==> src/hw/sideband_audio_params.svh <==
`ifndef SIDEBAND_AUDIO_PARAMS_SVH
`define SIDEBAND_AUDIO_PARAMS_SVH
// register offsets (byte addresses)
`define OFS_SB_COMMAND      12'h100
`define OFS_SB_TARGET_ADDR  12'h108
`define OFS_STREAM_MISC     12'h184
`define OFS_VID_M           12'h1c0
`define OFS_VID_N           12'h1c4
`define OFS_AUDIO_CONTROL   12'h300
`define OFS_AUDIO_CHANNELS  12'h304
`define OFS_AUDIO_M         12'h328
`define OFS_AUDIO_N         12'h32c
`define OFS_INT_STATUS      12'h140
`define OFS_HPD_STATE       12'h144
// command register fields
`define CMD_LEN_LSB         0
`define CMD_LEN_MSB         3
`define CMD_CODE_LSB        8
`define CMD_CODE_MSB        11
`define CMD_ADDR_ONLY_BIT   12
`define CMD_MOT_BIT         10
// interrupt status bits
`define INT_SINK_IRQ_BIT    0
`define INT_HOTPLUG_CHANGE_EVENT_BIT   1
// fixed video n in asynchronous mode
`define VID_N_ASYNC         24'h008000
// hot-plug timing in microseconds; clock rate in MHz
`define HPD_SAMPLE_US       300
`define HPD_IRQ_MIN_US      500
`define HPD_IRQ_MAX_US      1000
`define HPD_DISC_US         2000
`define CLK_MHZ             20
// secondary packet geometry: sizes in bytes, then samples per packet
`define PKT_HDR_BYTES       4
`define PKT_HDR_PAR_BYTES   4
`define PKT_PAY_BYTES       32
`define PKT_PAY_PAR_BYTES   8
`define SAMPLES_PER_PKT     8
`endif

==> src/hw/sideband_audio_pkg.sv <==
package sideband_audio_pkg;
  // register bus request
  typedef struct packed {
    logic        wr;
    logic        rd;
    logic [11:0] addr;
    logic [31:0] wdata;
  } reg_req_t;
  // sideband request handed to the aux engine
  typedef struct packed {
    logic        addr_only;
    logic        middle_of_transfer_flag;
    logic [2:0]  kind;
    logic [3:0]  len;
    logic [31:0] target;
  } sb_req_t;
  // hot-plug classifier states
  typedef enum logic [2:0] {
    HP_HIGH = 3'b001,
    HP_LOW  = 3'b010,
    HP_GONE = 3'b100
  } hp_state_t;
endpackage

==> src/hw/hotplug_classifier.sv <==
`timescale 1ns/1ns
`include "sideband_audio_params.svh"
module hotplug_classifier
  import sideband_audio_pkg::*;
#(
  parameter int CLK_MHZ = `CLK_MHZ
)(
  // clock and reset
  input  wire logic sys_clk,
  input  wire logic srst,
  // synchronised level
  input  wire logic hpd_sync,
  // classified events
  output logic      irq_pulse,
  output logic      disc_pulse,
  output logic      conn_pulse
);
  // cycles per sample tick, longer than 250 us
  localparam int SAMP_CYC = `HPD_SAMPLE_US * CLK_MHZ;
  localparam int IRQ_MIN  = (`HPD_IRQ_MIN_US + `HPD_SAMPLE_US - 1) / `HPD_SAMPLE_US;
  localparam int IRQ_MAX  = `HPD_IRQ_MAX_US / `HPD_SAMPLE_US + 1;
  localparam int DISC_CNT = `HPD_DISC_US / `HPD_SAMPLE_US + 1;
  // the tick counter is 16 bits wide, so the rate is bounded on both sides
  if (CLK_MHZ < 1 || SAMP_CYC > 65536) $error("clock rate out of range for tick counter");

  logic [15:0] tick_r, tick_nxt;
  logic [3:0]  low_r, low_nxt;
  hp_state_t   st_r, st_nxt;
  logic        irq_nxt, disc_nxt, conn_nxt;

  // sampled debouncer; width counted in ticks of the fixed clock
  always_comb
  begin
    tick_nxt = tick_r + 16'h0001;
    low_nxt  = low_r;
    st_nxt   = st_r;
    irq_nxt  = 1'b0;
    disc_nxt = 1'b0;
    conn_nxt = 1'b0;
    if (tick_r == 16'(SAMP_CYC - 1))
    begin
      tick_nxt = 16'h0000;
      case (st_r)
        HP_HIGH:
          if (!hpd_sync)
          begin
            st_nxt  = HP_LOW;
            low_nxt = 4'h1;
          end
        HP_LOW:
          if (hpd_sync)
          begin
            st_nxt  = HP_HIGH;
            irq_nxt = (low_r >= 4'(IRQ_MIN)) && (low_r <= 4'(IRQ_MAX));
          end
          else if (low_r == 4'(DISC_CNT))
          begin
            st_nxt   = HP_GONE;
            disc_nxt = 1'b1;
          end
          else
            low_nxt = low_r + 4'h1;
        HP_GONE:
          if (hpd_sync)
          begin
            st_nxt   = HP_HIGH;
            conn_nxt = 1'b1;
          end
        default: st_nxt = HP_GONE;
      endcase
    end
  end

  always_ff @(posedge sys_clk)
  begin
    if (srst)
    begin
      tick_r     <= 16'h0000;
      low_r      <= 4'h0;
      st_r       <= HP_GONE;
      irq_pulse  <= 1'b0;
      disc_pulse <= 1'b0;
      conn_pulse <= 1'b0;
    end
    else
    begin
      tick_r     <= tick_nxt;
      low_r      <= low_nxt;
      st_r       <= st_nxt;
      irq_pulse  <= irq_nxt;
      disc_pulse <= disc_nxt;
      conn_pulse <= conn_nxt;
    end
  end

  a_no_double_evt: assert property (@(posedge sys_clk) disable iff (srst)
    !(irq_pulse && disc_pulse)) else $error("irq and disconnect together");
endmodule

==> src/hw/source_sideband_audio_ctrl.sv <==
`timescale 1ns/1ns
`include "sideband_audio_params.svh"
module source_sideband_audio_ctrl
  import sideband_audio_pkg::*;
#(
  parameter int CLK_MHZ = `CLK_MHZ,
  parameter int BUF_DEPTH = `SAMPLES_PER_PKT
)(
  // clock and reset
  input  wire logic        sys_clk,
  input  wire logic        srst,
  // register port
  input  wire reg_req_t    reg_req,
  output logic [31:0]      reg_rdata,
  // sideband request toward the aux engine
  output logic             sb_req_valid,
  output sb_req_t          sb_req,
  // video clocking
  input  wire logic [23:0] clk_if_vid_m,
  output logic [23:0]      tx_vid_m,
  output logic [23:0]      tx_vid_n,
  // hot-plug pin and events
  input  wire logic        hpd_pin,
  output logic             hotplug_change_event,
  output logic             hpd_level,
  // audio stream ingress
  input  wire logic        aud_tvalid,
  input  wire logic [31:0] aud_tdata,
  output logic             aud_tready,
  // secondary packet bytes out
  input  wire logic        pkt_ready,
  output logic             pkt_valid,
  output logic [7:0]       pkt_byte,
  output logic             pkt_first,
  output logic             audio_mute
);
  localparam int PKT_LEN = `PKT_HDR_BYTES + `PKT_HDR_PAR_BYTES
                         + `PKT_PAY_BYTES + `PKT_PAY_PAR_BYTES;
  // the sample index and byte counters are sized for exactly one packet
  if (BUF_DEPTH != `SAMPLES_PER_PKT) $error("buffer must hold one packet");

  // ==========================================================
  // registers
  logic [31:0] cmd_r, cmd_nxt, tgt_r, tgt_nxt, misc_r, misc_nxt;
  logic [23:0] vm_r, vm_nxt, vn_r, vn_nxt, am_r, am_nxt, an_r, an_nxt;
  logic [7:0]  actl_r, actl_nxt;
  logic [2:0]  ach_r, ach_nxt;
  logic [1:0]  ist_r, ist_nxt;
  logic        sbv_nxt;
  logic [31:0] rd_nxt;
  logic        irq_p, disc_p, conn_p, chg_nxt;
  logic        hs1_r, hs2_r;

  // two-flop synchroniser for the hot-plug pin
  always_ff @(posedge sys_clk)
  begin
    if (srst)
    begin
      hs1_r <= 1'b0;
      hs2_r <= 1'b0;
    end
    else
    begin
      hs1_r <= hpd_pin;
      hs2_r <= hs1_r;
    end
  end

  hotplug_classifier #(.CLK_MHZ(CLK_MHZ)) u_hpd (
    .sys_clk    (sys_clk),
    .srst       (srst),
    .hpd_sync   (hs2_r),
    .irq_pulse  (irq_p),
    .disc_pulse (disc_p),
    .conn_pulse (conn_p)
  );

  // register writes, reads, and sideband launch
  always_comb
  begin
    cmd_nxt  = cmd_r;
    tgt_nxt  = tgt_r;
    misc_nxt = misc_r;
    vm_nxt   = vm_r;
    vn_nxt   = vn_r;
    am_nxt   = am_r;
    an_nxt   = an_r;
    actl_nxt = actl_r;
    ach_nxt  = ach_r;
    sbv_nxt  = 1'b0;
    rd_nxt   = 32'h0000_0000;
    chg_nxt  = disc_p | conn_p;
    ist_nxt  = ist_r;
    // a read clears status; a new event in the same cycle still wins
    if (reg_req.rd && reg_req.addr == `OFS_INT_STATUS)
      ist_nxt = 2'b00;
    if (irq_p)
      ist_nxt[`INT_SINK_IRQ_BIT] = 1'b1;
    if (chg_nxt)
      ist_nxt[`INT_HOTPLUG_CHANGE_EVENT_BIT] = 1'b1;
    if (reg_req.wr)
      case (reg_req.addr)
        `OFS_SB_COMMAND:
        begin
          cmd_nxt = reg_req.wdata;
          sbv_nxt = 1'b1;
        end
        `OFS_SB_TARGET_ADDR: tgt_nxt  = reg_req.wdata;
        `OFS_STREAM_MISC:    misc_nxt = reg_req.wdata;
        `OFS_VID_M:          vm_nxt   = reg_req.wdata[23:0];
        `OFS_VID_N:          vn_nxt   = reg_req.wdata[23:0];
        `OFS_AUDIO_CONTROL:  actl_nxt = reg_req.wdata[7:0];
        `OFS_AUDIO_CHANNELS: ach_nxt  = reg_req.wdata[2:0];
        `OFS_AUDIO_M:        am_nxt   = reg_req.wdata[23:0];
        `OFS_AUDIO_N:        an_nxt   = reg_req.wdata[23:0];
        default: ;
      endcase
    if (reg_req.rd)
      case (reg_req.addr)
        `OFS_SB_COMMAND:     rd_nxt = cmd_r;
        `OFS_SB_TARGET_ADDR: rd_nxt = tgt_r;
        `OFS_STREAM_MISC:    rd_nxt = misc_r;
        `OFS_VID_M:          rd_nxt = {8'h00, vm_r};
        `OFS_VID_N:          rd_nxt = {8'h00, vn_r};
        `OFS_AUDIO_CONTROL:  rd_nxt = {24'h000000, actl_r};
        `OFS_AUDIO_CHANNELS: rd_nxt = {29'h0, ach_r};
        `OFS_AUDIO_M:        rd_nxt = {8'h00, am_r};
        `OFS_AUDIO_N:        rd_nxt = {8'h00, an_r};
        `OFS_INT_STATUS:     rd_nxt = {30'h0, ist_r};
        `OFS_HPD_STATE:      rd_nxt = {31'h0, hs2_r};
        default:             rd_nxt = 32'h0000_0000;
      endcase
  end

  // sideband request decode; address-only requests carry no length
  sb_req_t req_nxt;
  always_comb
  begin
    req_nxt.addr_only = cmd_nxt[`CMD_ADDR_ONLY_BIT];
    req_nxt.middle_of_transfer_flag       = cmd_nxt[`CMD_MOT_BIT];
    req_nxt.kind      = cmd_nxt[`CMD_CODE_MSB-1:`CMD_CODE_LSB];
    req_nxt.len       = cmd_nxt[`CMD_ADDR_ONLY_BIT] ? 4'h0
                      : cmd_nxt[`CMD_LEN_MSB:`CMD_LEN_LSB];
    req_nxt.target    = tgt_nxt;
  end

  always_ff @(posedge sys_clk)
  begin
    if (srst)
    begin
      cmd_r  <= 32'h0;
      tgt_r  <= 32'h0;
      misc_r <= 32'h0;
      vm_r   <= 24'h0;
      vn_r   <= 24'h0;
      am_r   <= 24'h0;
      an_r   <= 24'h0;
      actl_r <= 8'h00;
      ach_r  <= 3'h0;
      ist_r  <= 2'b00;
      sb_req_valid <= 1'b0;
      sb_req <= '0;
      reg_rdata <= 32'h0;
      hotplug_change_event <= 1'b0;
      hpd_level <= 1'b0;
      tx_vid_m <= 24'h0;
      tx_vid_n <= 24'h0;
    end
    else
    begin
      cmd_r  <= cmd_nxt;
      tgt_r  <= tgt_nxt;
      misc_r <= misc_nxt;
      vm_r   <= vm_nxt;
      vn_r   <= vn_nxt;
      am_r   <= am_nxt;
      an_r   <= an_nxt;
      actl_r <= actl_nxt;
      ach_r  <= ach_nxt;
      ist_r  <= ist_nxt;
      sb_req_valid <= sbv_nxt;
      if (sbv_nxt)
        sb_req <= req_nxt;
      reg_rdata <= rd_nxt;
      hotplug_change_event <= chg_nxt;
      hpd_level <= hs2_r;
      // sync mode uses host values; async uses fixed n and interface m
      tx_vid_m <= misc_r[0] ? vm_r : clk_if_vid_m;
      tx_vid_n <= misc_r[0] ? vn_r : `VID_N_ASYNC;
    end
  end

  // ==========================================================
  // audio ingress buffer and packet former
  logic [23:0] smp_mem [BUF_DEPTH];
  logic [3:0]  wcnt_r, wcnt_nxt;
  logic [5:0]  bcnt_r, bcnt_nxt;
  logic        send_r, send_nxt, rdy_nxt, pv_nxt, pf_nxt;
  logic [7:0]  pb_nxt;
  logic        en;
  logic        take;
  logic [4:0]  pidx;

  assign en   = actl_r[0];
  assign take = aud_tvalid && aud_tready;
  assign pidx = 5'(bcnt_r - 6'(`PKT_HDR_BYTES + `PKT_HDR_PAR_BYTES));

  always_comb
  begin
    wcnt_nxt = wcnt_r;
    bcnt_nxt = bcnt_r;
    send_nxt = send_r;
    pv_nxt   = 1'b0;
    pf_nxt   = 1'b0;
    pb_nxt   = 8'h00;
    if (!en)
    begin
      wcnt_nxt = 4'h0;
      send_nxt = 1'b0;
      bcnt_nxt = 6'h0;
    end
    else if (!send_r)
    begin
      if (take)
        wcnt_nxt = wcnt_r + 4'h1;
      if (take && wcnt_r == 4'(BUF_DEPTH - 1))
        send_nxt = 1'b1;
    end
    else if (pkt_ready || !pkt_valid)
    begin
      pv_nxt = 1'b1;
      pf_nxt = bcnt_r == 6'h0;
      if (bcnt_r < 6'(`PKT_HDR_BYTES))
        pb_nxt = {5'h0, ach_r};
      else if (bcnt_r >= 6'(`PKT_HDR_BYTES + `PKT_HDR_PAR_BYTES)
            && bcnt_r < 6'(PKT_LEN - `PKT_PAY_PAR_BYTES))
        pb_nxt = 8'(smp_mem[pidx[4:2]] >> {pidx[1:0], 3'b000});
      bcnt_nxt = bcnt_r + 6'h1;
      if (bcnt_r == 6'(PKT_LEN - 1))
      begin
        bcnt_nxt = 6'h0;
        send_nxt = 1'b0;
        wcnt_nxt = 4'h0;
      end
    end
    rdy_nxt = en && !send_nxt && (wcnt_nxt < 4'(BUF_DEPTH));
  end

  always_ff @(posedge sys_clk)
  begin
    if (take && !send_r)
      smp_mem[wcnt_r[2:0]] <= aud_tdata[27:4];
  end

  always_ff @(posedge sys_clk)
  begin
    if (srst)
    begin
      wcnt_r     <= 4'h0;
      bcnt_r     <= 6'h0;
      send_r     <= 1'b0;
      aud_tready <= 1'b0;
      pkt_valid  <= 1'b0;
      pkt_byte   <= 8'h00;
      pkt_first  <= 1'b0;
      audio_mute <= 1'b1;
    end
    else
    begin
      wcnt_r     <= wcnt_nxt;
      bcnt_r     <= bcnt_nxt;
      send_r     <= send_nxt;
      aud_tready <= rdy_nxt;
      if (pkt_ready || !pkt_valid)
      begin
        pkt_valid <= pv_nxt;
        pkt_byte  <= pb_nxt;
        pkt_first <= pf_nxt;
      end
      audio_mute <= !en;                                // lags enable by one cycle
    end
  end

  // ==========================================================
  // checks
  a_mute_off_audio: assert property (@(posedge sys_clk) disable iff (srst)
    !en |=> audio_mute) else $error("mute not set while disabled");
  a_ready_disabled: assert property (@(posedge sys_clk) disable iff (srst)
    !en |=> !aud_tready) else $error("ready while disabled");
  a_sync_vid_n: assert property (@(posedge sys_clk) disable iff (srst)
    misc_r[0] |=> tx_vid_n == $past(vn_r)) else $error("sync n wrong");
  a_async_vid_n: assert property (@(posedge sys_clk) disable iff (srst)
    !misc_r[0] |=> tx_vid_n == `VID_N_ASYNC) else $error("async n wrong");
  a_cmd_launch: assert property (@(posedge sys_clk) disable iff (srst)
    reg_req.wr && reg_req.addr == `OFS_SB_COMMAND |=> sb_req_valid)
    else $error("command not launched");
  a_addr_only_len: assert property (@(posedge sys_clk) disable iff (srst)
    sb_req_valid && sb_req.addr_only |-> sb_req.len == 4'h0)
    else $error("address-only has length");
  a_mot_follow: assert property (@(posedge sys_clk) disable iff (srst)
    sb_req_valid |-> sb_req.middle_of_transfer_flag == cmd_r[`CMD_MOT_BIT]) else $error("mot lost");
  a_irq_status: assert property (@(posedge sys_clk) disable iff (srst)
    irq_p |=> ist_r[`INT_SINK_IRQ_BIT]) else $error("irq not flagged");
  a_eight_samples: assert property (@(posedge sys_clk) disable iff (srst)
    $rose(send_r) |-> $past(wcnt_r) == 4'h7) else $error("packet not at 8");
endmodule

==> config.mk <==
export PLATFORM = sky130hd
export DESIGN_NAME = source_sideband_audio_ctrl
export DESIGN_NICKNAME = d
export VERILOG_FILES = /design/src/hw/sideband_audio_pkg.sv /design/src/hw/hotplug_classifier.sv /design/src/hw/source_sideband_audio_ctrl.sv
export VERILOG_INCLUDE_DIRS = /design/src /design/src/hw
export SDC_FILE = /design/constraint.sdc
export NUM_CORES = 1
export LEC_CHECK = 0
export BUFFER_PORTS_ARGS = -buffer_cell sky130_fd_sc_hd__buf_2
export CORE_ASPECT_RATIO = 1.5
export CORE_MARGIN = 2
export CORE_UTILIZATION = 40
export CTS_CLUSTER_SIZE = 8
export DETAILED_ROUTE_END_ITERATION = 16
export PLACE_DENSITY_LB_ADDON = 0.15
export SLEW_MARGIN = 10
export SYNTH_ARGS = -nofsm -noshare
export SYNTH_HDL_FRONTEND = slang
export SYNTH_SLANG_ARGS = --single-unit
==> constraint.sdc <==
create_clock -name sys_clk -period 4.1 [get_ports sys_clk]
set_clock_uncertainty 0.05 [all_clocks]
set_input_delay 0 -clock sys_clk [delete_from_list [all_inputs] [get_ports sys_clk]]
set_output_delay 0 -clock sys_clk [all_outputs]
set_load 0.1 [all_outputs]
==> key figures, run 1 <==
Outcome
  – Result of the run: finished clean

Worst setup path
  – Cell family contributing the most delay on the critical path: buffers and inverters
  – Nature of the critical path startpoint: input pin
  – Worst setup slack for register-to-register paths: approximately 1600 ps
  – Reg2Reg Launch Point: bcnt_r[2]$_SDFFE_PP0P_
  – Kind of critical path: in -> reg
  – Required time of the worst setup path: roughly 4600 ps
  – Count of cells along the worst register-to-register path: 5
  – Maximum cell stage delay along the critical path: between 700 and 800 ps
  – CP bufs+invs: 5
  – Cell breakdown of the critical path: dlygate4sd3_1, buf_2, nor4_2, buf_4, and3_1, buf_4, nand2_2, nand2_1, a21oi_1, dlygate4sd3_1
  – Worst r2r dst: pkt_byte[4]$_SDFFE_PP0N_
  – Data arrival, critical path: 3470 ps
  – Critical-path top delay cell: nand2_2
  – Kind of capture point of the worst setup path: flop
  – Highest net fanout along the worst path: about 40

GRT
  – Pin count of the biggest net entering global routing: 137
  – GRT Max-Usage Layer: met2
  – GRT Overall Usage: between 20% and 30%
  – Met2 track demand over resource: 41.7%
  – Number of global-route vias before repair: approximately 17,000
  – GR Layer Usage met3: under 10%
  – M1 GR Usage: 27.0%
  – Initial antenna violation count: 2
  – Total grt overflow: 0
  – Wire length of the first global-routing pass: between 100,000 and 150,000 µm

Place
  – HPWL reported at the end of detailed placement: about 44,000 µm
  – IO buf count: approximately 230
  – RePlAce Congestion: roughly 0.86
  – Placed Cells: between 2,000 and 3,000

Pwr
  – Power per Cell Area: roughly 450 nW/µm²
  – Gate power share: 3.6%
  – Clock share of power: between 40% and 50%
  – Leakage power total: 9.79 nW
  – Cell Int Power: about 9.7 mW
  – Part of the power in registers: a little under half
  – Switching share of power: approximately 22%
  – Switch Pwr: ~2.7 mW
  – Total power: around 12 mW
  – Maximum VDD drop: approximately 0.31 mV

Synthesis
  – Cell types occupying the most area after synthesis: dfxtp_1, edfxtp_1, nand2_1
  – Cell type with the largest total area after synthesis: dfxtp_1
  – Post-synthesis cell area: roughly 22,000 µm²
  – Share of the synthesized area in the top cell type: about a third
  – Share of flip-flops with an asynchronous set or reset after synthesis: 0%
  – Syn nets: roughly 2,100
  – Main synth FF type: dfxtp_1
  – Post-synthesis sequential element count: roughly 570
  – Seq/Total Area, Yosys: about three fifths
  – Gate Count Post-Synth: 2,026
  – Yosys warnings: 0
  – Distinct cells, synth: 68
  – Number of enable flip-flop cells after synthesis: between 150 and 200
  – Post-Syn Area per Cell: 10.9 µm²

Die
  – Effective utilization at floorplan: between 40% and 50%
  – Area of the placeable core: between 50,000 and 60,000 µm²
  – Die ar.: ~57,000 µm²
  – Floorplan die height: between 200 and 300 µm
  – Boundary Pins: about 240
  – Die width: about 200 µm
  – Placement Rows: around 110

Detailed routing
  – Total Wirelength: 67,100 µm
  – Vias: about 17,000
  – Per-cell via count in the routed design: approximately 5.5
  – Average detailed-routed wire length per instance: 21.9 µm
  – First-pass iteration count of the detailed router: 7
  – Total DRC errors in the routed layout: 0
  – Initial DRC Count: 1,377
  – Number of nets with antenna violations after detailed routing: 0

Clock network
  – Cts-stage hold buffer count: around 110
  – Worst-case clock buffer depth: 3
  – Sinks on Clock Net: roughly 570
  – Setup Buffers After CTS: 0
  – Clk slew on worst S/H paths: approximately 50 ps
  – Clock tree root driver cell: clkbuf_16
  – Resized Gates After CTS: 0
  – Clock latency reported for the late side of the worst-skew pair: 620 ps
  – Depth of the CTS H-tree: 3
  – Inserted Clock Buffers: 81
  – TritonCTS clock tree: yes

Worst hold path
  – Cell count of the worst hold path: 5
  – Launch point of the worst hold path: reg_req[41]
  – Worst min path class: in -> reg
  – Min-Delay Endpoint: reg_rdata[14]$_SDFF_PP0_

Timing
  – Number of failing hold endpoints at the final stage: 0
  – Total negative setup slack: 0 ps
  – Max Clock Freq: between 300 and 400 MHz
  – Worst-margin pin slew: between 1000 and 1500 ps
  – Final period util: between 70% and 80%
  – Final count of negative-setup-slack endpoints: 0
  – Final Slew Violations: 0
  – Unrepaired setup endpoints after global routing: no
  – Worst relative slew slack: a little over a fifth
  – Min cycle time layout: 3020 ps

Layout
  – Utilization after layout: between 40% and 50%
  – Filler Cell Count: just under 5,000
  – Non-filler cells, final: ~3,100
  – Antenna fix cells: 0
  – Final #Nets: about 2,500
  – Synth-to-layout area growth: 23.1%
  – Layout cell share with drive strength beyond 1: 18.9%

Flow run
  – Total of max-cap violations: 0
-- state kept, by name (all words and copies together), names as in the netlist, 8 cells and up --
register and flops:
vn_r 24, tx_vid_m 24, u_hpd.tick_r 16, tgt_r 32, an_r 24, pkt_byte 8
tx_vid_n 24, reg_rdata 32, cmd_r 32, am_r 24, smp_mem 192, vm_r 24
misc_r 32, sb_req 40, actl_r 8
-- worst register-to-register path, delay by kind of cell (launching register included) --
kind	cells	cell delay (ps)
AO/OA/AOI/OAI	2	390
buffers and inverters	1	320
flip-flops	1	890
multiplexers	1	530
AND/OR/NAND/NOR	1	140
-- routing by layer --
metal,share of wire (%),vias to the layer above
li1,-,7866
met1,38,8159
met2,51,616
met3,6.7,143
met4,4.0,4
met5,0.033,-
-- cell type report --
cell class,count,area (µm²),share of cell area [%]
flip-flops and latches,571,13400,49.0
multi-input cells,1285,8120,29.7
clock buffers,109,2200,8.05
well taps,695,870,3.19
clock inverters,5,71.3,0.261
repair buffers,386,2630,9.62
inverters,12,45.0,0.165
-- cells in the final DEF (no fill, tap or decap), types with 13 or more instances in the layout --
cell / n
a221oi_1: 28
and3_1: 24
mux4_2: 45
dfxtp_1: 376
mux2i_1: 81
a222oi_1: 13
dlygate4sd3_1: 111
a211oi_1: 54
edfxtp_1: 192
nand3_1: 26
a21oi_1: 201
and2_1: 32
buf_4: 39
clkbuf_1: 25
a22oi_1: 26
nand2_1: 391
nor3_1: 19
nor2_1: 154
buf_2: 233
a22o_1: 16
clkbuf_16: 84
-- Yosys cell counts, drive strengths merged (3+ instances only) --
master,n
a211o,3
a211oi,54
a21oi,201
a221oi,28
a222oi,13
a22o,16
a22oi,26
a31o,4
a31oi,6
a32oi,4
and2,33
and3,24
and4,5
buf,75
clkbuf,83
dfxtp,379
edfxtp,192
ha,7
inv,12
mux2,5
mux2i,81
mux4,45
nand2,394
nand2b,9
nand3,26
nand3b,6
nand4,12
nand4b,4
nor2,160
nor2b,12
nor3,23
nor3b,3
nor4,6
nor4b,7
o2111ai,3
o21ai,9
o22ai,3
o2bb2ai,12
or3,6
xnor2,10
xor2,9
-- power groups by stage --
stage | clock [mW] | combinational [mW] | sequential [mW]
finish | 6.06 | 0.446 | 5.88
CTS | 6.21 | 0.442 | 5.88
detailed placement | 0 | 0.360 | 5.99
floorplan | 0 | 0.111 | 6.08
global placement | 0 | 0.354 | 5.99
global route | 6.44 | 0.471 | 5.87
-- stage by stage --
step | cell area (µm²) | hold slack (ps) | setup WS (ps)
6_report | 27300 | 19.1 | 1080
5_1_grt | 27300 | 28.1 | 937
4_1_cts | 27300 | 11.6 | 1180
3_5_place_dp | 23900 | 188 | 1060
3_3_place_gp | 23900 | 181 | 1150
2_1_floorplan | 22200 | 48.9 | 397
-- cell families (layout without fill, tap and decap cells) --
logic type,count (synthesis),count (layout),synth area share [%]
AO/OA/AOI/OAI,391,391,11.4
buffers and inverters,170,512,3.61
AND/OR/NAND/NOR,737,737,15.1
adder cells (fa/ha/maj),7,7,0.395
XOR/XNOR,19,19,0.751
flip-flops,571,571,60.2
multiplexers,131,131,8.48
-- worst max path at each step --
stage	start	end	depth (start not counted)
floorplan	aud_tready$_SDFF_PP0_	smp_mem[0][0]$_DFFE_PP_	3
global placement	reg_req[34]	sb_req[18]$_SDFFE_PP0P_	7
detailed placement	reg_req[34]	sb_req[18]$_SDFFE_PP0P_	7
CTS	reg_req[35]	cmd_r[30]$_SDFFE_PP0P_	10
global route	reg_req[35]	cmd_r[30]$_SDFFE_PP0P_	10
finish	reg_req[35]	cmd_r[30]$_SDFFE_PP0P_	10
(Power assumes the default switching activity.)
==> inputs of run 2 (changes only) <==
==> constraint.sdc (replaced) <==
create_clock -name sys_clk -period 2.9 [get_ports sys_clk]
set_clock_uncertainty 0.05 [all_clocks]
set_input_delay 0 -clock sys_clk [delete_from_list [all_inputs] [get_ports sys_clk]]
set_output_delay 0 -clock sys_clk [all_outputs]
set_load 0.1 [all_outputs]
==> run 2 against run 1 <==
Hold slack better by 18 ps. Worst setup slack lost 820 ps. Register-to-register slack worse by 910 ps. Largest power group unchanged.
==> key figures, run 2 (synthesis gave the netlist of run 1 again) <==
GRT
  – Pin count of the biggest net entering global routing: about 170
  – Total grt overflow: 0
  – GRT Overall Usage: between 20% and 30%
  – Number of global-route vias before repair: ~17,000
  – Wire length of the first global-routing pass: between 100,000 and 150,000 µm
  – Initial antenna violation count: 1

Layout
  – Utilization after layout: 50.1%
  – Most frequent cells in the layout: nand2_1, dfxtp_1, buf_2
  – Commonest non-fill, non-tap cell in the layout: nand2_1
  – Final #Nets: 2,471
  – Non-filler cells, final: just over 3,000
  – Layout cell share with drive strength beyond 1: about a fifth
  – Synth-to-layout area growth: 23.8%
  – Antenna fix cells: 0
  – Largest register FFs: around 190

Detailed routing
  – Met2 routed wirelength: ~35,000 µm
  – WL met3: approximately 3800 µm
  – Initial DRC Count: between 1,000 and 1,500
  – Number of nets with antenna violations after detailed routing: 0
  – Vias: between 15,000 and 20,000
  – Highest metal layer with signal wires: met5
  – Per-cell via count in the routed design: 5.48
  – Total Wirelength: ~67,000 µm
  – Average detailed-routed wire length per instance: between 20 and 25 µm
  – First-pass iteration count of the detailed router: 7
  – Total DRC errors in the routed layout: 0
  – Met1 WL: approximately 26,000 µm

Flow run
  – Total of max-cap violations: 0

Pwr
  – Maximum VDD drop: 0.499 mV
  – Leakage power total: 9.87 nW
  – Power per Cell Area: roughly 640 nW/µm²

Clock network
  – Clock latency reported for the late side of the worst-skew pair: roughly 620 ps
  – TritonCTS clock tree: yes
  – Inserted Clock Buffers: 81
  – Setup Buffers After CTS: 0
  – Depth of the CTS H-tree: 3
  – Sinks on Clock Net: about 570
  – Clock tree root driver cell: clkbuf_16
  – Resized Gates After CTS: 0
  – Clk slew on worst S/H paths: ~50 ps
  – Worst-case clock buffer depth: 3

Die
  – Die ar.: about 57,000 µm²
  – Die width: approximately 200 µm
  – Effective utilization at floorplan: between 40% and 50%
  – Boundary Pins: ~240
  – Area of the placeable core: between 50,000 and 60,000 µm²
  – Placement Rows: ~110
  – Floorplan die height: between 200 and 300 µm

Worst setup path
  – Nature of the critical path startpoint: input pin
  – Data arrival, critical path: 3110 ps
  – Kind of capture point of the worst setup path: flop
  – Kind of critical path: in -> reg
  – Critical-path top delay cell: dlygate4sd3_1
  – Highest net fanout along the worst path: 12
  – Maximum cell stage delay along the critical path: 650 ps
  – Cell breakdown of the critical path: dlygate4sd3_1, buf_2, nor4bb_4, dlygate4sd3_1, nand4_2, nor3_4, buf_4, a21oi_1, a21oi_1
  – Required time of the worst setup path: ~3400 ps

Timing
  – Final period util: just over 90%
  – Final Slew Violations: 0
  – Worst relative slew slack: a little under a quarter
  – Worst-margin pin slew: between 1000 and 1500 ps
  – Max Clock Freq: 378 MHz
  – Total negative setup slack: 0 ps
  – Number of failing hold endpoints at the final stage: 0
  – Unrepaired setup endpoints after global routing: no
  – Min cycle time layout: around 2600 ps
  – Final count of negative-setup-slack endpoints: 0
  – Final WS setup: between 200 and 300 ps

Place
  – RePlAce Congestion: 0.884
  – Placed Cells: ~2,900
  – HPWL reported at the end of detailed placement: 43,700 µm
  – Pre-CTS setup slack: roughly 500 ps
  – IO buf count: roughly 230

Outcome
  – Result of the run: finished clean

Worst hold path
  – Worst min path class: in -> reg
run 2: cell types whose count changed in the layout (fill, tap and decap cells not counted), moves of 3 or more:
cell / before / now
buf_12: 2 / 7
buf_4: 39 / 64
clkbuf_1: 25 / 28
dlygate4sd3_1: 111 / 101
nor2_2: 1 / 6
nor2_4: 5 / 0
run 2: layer usage:
layer / track usage [%] / vias up
met2: 41.7 / 565
met1: 26.9 / 8318
li1: - / 7891
met4: 10.1 / 2
met3: 4.19 / 126
met5: 0 / -
run 2: path summary, 6_finish.rpt:
path / from / to / slack, ps / cells after the start
max: reg_req[43] / reg_rdata[14]$_SDFF_PP0_ / 260 / 9
min: reg_req[40] / reg_rdata[14]$_SDFF_PP0_ / 40 / 5
max reg2reg: bcnt_r[2]$_SDFFE_PP0P_ / pkt_byte[7]$_SDFFE_PP0N_ / 680 / 5
min reg2reg: hs1_r$_SDFF_PP0_ / hs2_r$_SDFF_PP0_ / 380 / 1
run 2: area by class of cell:
| cell class | count | area, µm² |
|---|---|---|
| Fill cell | 4964 | 27300 |
| Sequential cell | 571 | 13400 |
| Multi-Input combinational cell | 1285 | 8090 |
| Timing Repair Buffer | 406 | 2810 |
| Clock buffer | 113 | 2230 |
| Tap cell | 695 | 870 |
| Inverter | 12 | 45.0 |
| Clock inverter | 2 | 25.0 |
run 2: stage by stage:
| stage | total power, mW | hold WS [ps] | area, µm² |
|---|---|---|---|
| 2_1_floorplan | 8.76 | 48.9 | 22200 |
| 3_3_place_gp | 8.97 | 185 | 24200 |
| 3_5_place_dp | 8.98 | 189 | 24200 |
| 4_1_cts | 17.7 | 19.3 | 27400 |
| 5_1_grt | 18.0 | 74.4 | 27400 |
| 6_report | 17.5 | 37.3 | 27400 |
run 2: what timing repair did:
item | in CTS | in global routing
setup endpoints to repair | 0 | 0
hold endpoints to repair | 482 | 0
hold buffers | 101 | 0
run 2: worst max-delay path: cells and delay by family:
family	cells	cell delay, ps
AO/OA/AOI/OAI	2	320
buffers and inverters	4	1660
AND/OR/NAND/NOR	3	1110
run 2: where the power goes:
part	switching [mW]	leakage (nW)	internal [mW]
combinational	0.430	4.00	0.196
sequential	0.00871	4.79	8.30
clock	3.32	1.09	5.25
total	3.76	9.87	13.7
==> inputs of run 3 (changes only) <==
--- a/config.mk
+++ b/config.mk
@@ -12,7 +12,6 @@
 export CORE_UTILIZATION = 40
 export CTS_CLUSTER_SIZE = 8
 export DETAILED_ROUTE_END_ITERATION = 16
-export PLACE_DENSITY_LB_ADDON = 0.15
 export SLEW_MARGIN = 10
 export SYNTH_ARGS = -nofsm -noshare
 export SYNTH_HDL_FRONTEND = slang
==> run 3 against run 2 <==
Die area is the same. Global-route usage shrank 0.56 points. Via count grew 0.85%. Critical path type unchanged.
==> key figures, run 3 (synthesis gave the netlist of run 1 again) <==
Worst setup path
  – Critical-path top delay cell: dlygate4sd3_1
  – Kind of capture point of the worst setup path: flop
  – Count of cells along the worst register-to-register path: 5
  – Kind of critical path: in -> reg
  – Cell breakdown of the critical path: dlygate4sd3_1, buf_2, nor4b_4, nand4_2, nor3_4, dlygate4sd3_1, buf_4, a32oi_1, a211oi_1
  – Cell type with the highest occurrence count on the critical path: dlygate4sd3_1
  – Nature of the critical path startpoint: input pin
  – Highest net fanout along the worst path: 11
  – Data arrival, critical path: around 2900 ps
  – Required time of the worst setup path: ~3300 ps
  – Maximum cell stage delay along the critical path: 580 ps

GRT
  – Total grt overflow: 0
  – Number of global-route vias before repair: roughly 17,000
  – GRT Overall Usage: between 20% and 30%
  – Initial antenna violation count: 4
  – Pin count of the biggest net entering global routing: 171
  – Wire length of the first global-routing pass: approximately 100,000 µm

Layout
  – Final #Nets: between 2,000 and 2,500
  – Layout cell share with drive strength beyond 1: between 10% and 20%
  – Cell area after layout: approximately 28,000 µm²
  – Largest register FFs: between 150 and 200
  – Commonest non-fill, non-tap cell in the layout: nand2_1
  – Synth-to-layout area growth: 24.1%
  – Most frequent cells in the layout: nand2_1, dfxtp_1, buf_2

Die
  – Placement Rows: between 100 and 150
  – Boundary Pins: roughly 240
  – Die width: slightly below 200 µm
  – Die ar.: approximately 57,000 µm²
  – Effective utilization at floorplan: a little over 40%
  – Area of the placeable core: around 55,000 µm²
  – Floorplan die height: 292 µm

Detailed routing
  – Total Wirelength: approximately 65,000 µm
  – Average detailed-routed wire length per instance: about 21 µm
  – Per-cell via count in the routed design: about 5.5
  – First-pass iteration count of the detailed router: 6
  – Initial DRC Count: about 1,300
  – Vias: approximately 17,000
  – Total DRC errors in the routed layout: 0
  – Number of nets with antenna violations after detailed routing: 0

Clock network
  – Sinks on Clock Net: between 500 and 600
  – Resized Gates After CTS: 0
  – TritonCTS clock tree: yes
  – Worst-case clock buffer depth: 3
  – Clock tree root driver cell: clkbuf_16
  – Clock latency reported for the late side of the worst-skew pair: 610 ps
  – Clk slew on worst S/H paths: about 50 ps
  – Inserted Clock Buffers: 81
  – Depth of the CTS H-tree: 3

Timing
  – Max Clock Freq: between 400 and 500 MHz
  – Worst-margin pin slew: 1020 ps
  – Final period util: 84.2%
  – Final Slew Violations: 0
  – Min cycle time layout: roughly 2400 ps
  – Number of failing hold endpoints at the final stage: 0
  – Final count of negative-setup-slack endpoints: 0
  – Worst relative slew slack: 31.6%
  – Final worst hold slack: between 50 and 60 ps
  – Unrepaired setup endpoints after global routing: no

Outcome
  – Result of the run: finished clean

Pwr
  – Power per Cell Area: around 630 nW/µm²
  – Leakage power total: a little under 10 nW
  – Total power: 17.4 mW
  – Maximum VDD drop: between 0.5 and 0.6 mV

Worst hold path
  – Cell count of the worst hold path: 5
  – Worst min path class: in -> reg

Place
  – RePlAce Congestion: slightly below 0.9
  – IO buf count: about 230
  – Cell area after placement: about 24,000 µm²
  – HPWL reported at the end of detailed placement: between 40,000 and 50,000 µm

Flow run
  – Total of max-cap violations: 0
[run 3: cell count changes in the layout (fill, tap and decap cells not counted)]
cell	before	now
inv_4	0	1
diode_2	0	2
clkbuf_1	28	26
buf_4	64	65
clkinv_16	0	1
inv_6	1	3
dlygate4sd3_1	101	108
clkbuf_16	85	83
[run 3: cell type report]
class	count	area [µm²]
Inverter	12	45.0
Fill cell	4849	27300
Sequential cell	571	13400
Clock buffer	109	2170
Antenna cell	2	5.00
Multi-Input combinational cell	1285	8090
Tap cell	695	870
Clock inverter	6	78.8
Timing Repair Buffer	414	2890
[run 3: repair_timing]
item                                   in CTS  in global routing
endpoints found under the hold margin     499                  0
setup buffers                               0                  0
hold buffers                              108                  0
[run 3: power breakdown]
| group | switching (mW) | internal, mW |
|---|---|---|
| combinational | 0.430 | 0.203 |
| clock | 3.34 | 5.16 |
| sequential | 0.00835 | 8.30 |
[run 3: final timing paths]
| kind | start | slack [ps] | endpoint |
|---|---|---|---|
| hold reg to reg | hs1_r$_SDFF_PP0_ | 380 | hs2_r$_SDFF_PP0_ |
| setup / recovery | reg_req[37] | 460 | reg_rdata[4]$_SDFF_PP0_ |
| hold / removal | reg_req[33] | 50 | reg_rdata[17]$_SDFF_PP0_ |
| setup reg to reg | bcnt_r[2]$_SDFFE_PP0P_ | 560 | pkt_byte[3]$_SDFFE_PP0N_ |
[run 3: metal layers]
layer	share of wire, %	GRT usage (%)	wire (µm)	up-vias
li1	-	-	-	7918
met3	6.6	4.11	4300	163
met2	51	40.4	33300	683
met4	4.7	12.0	3060	4
met1	38	25.7	24700	8278
met5	0.041	0	27	-
[run 3: worst max-delay path, delay by kind of cell]
kind,cells,cell delay [ps]
buffers and inverters,4,1550
AND/OR/NAND/NOR,3,830
AO/OA/AOI/OAI,2,470
[run 3: metrics by stage]
step           instances  utilization [%]  setup WS [ps]  TNS (ps)
2_1_floorplan       2026                -           -161    -13220
3_3_place_gp        2869             44.1            517         0
3_5_place_dp        2869             44.1            506         0
4_1_cts             3092             50.2            523         0
5_1_grt             3094             50.2            370         0
6_report            3094             50.2            457         0
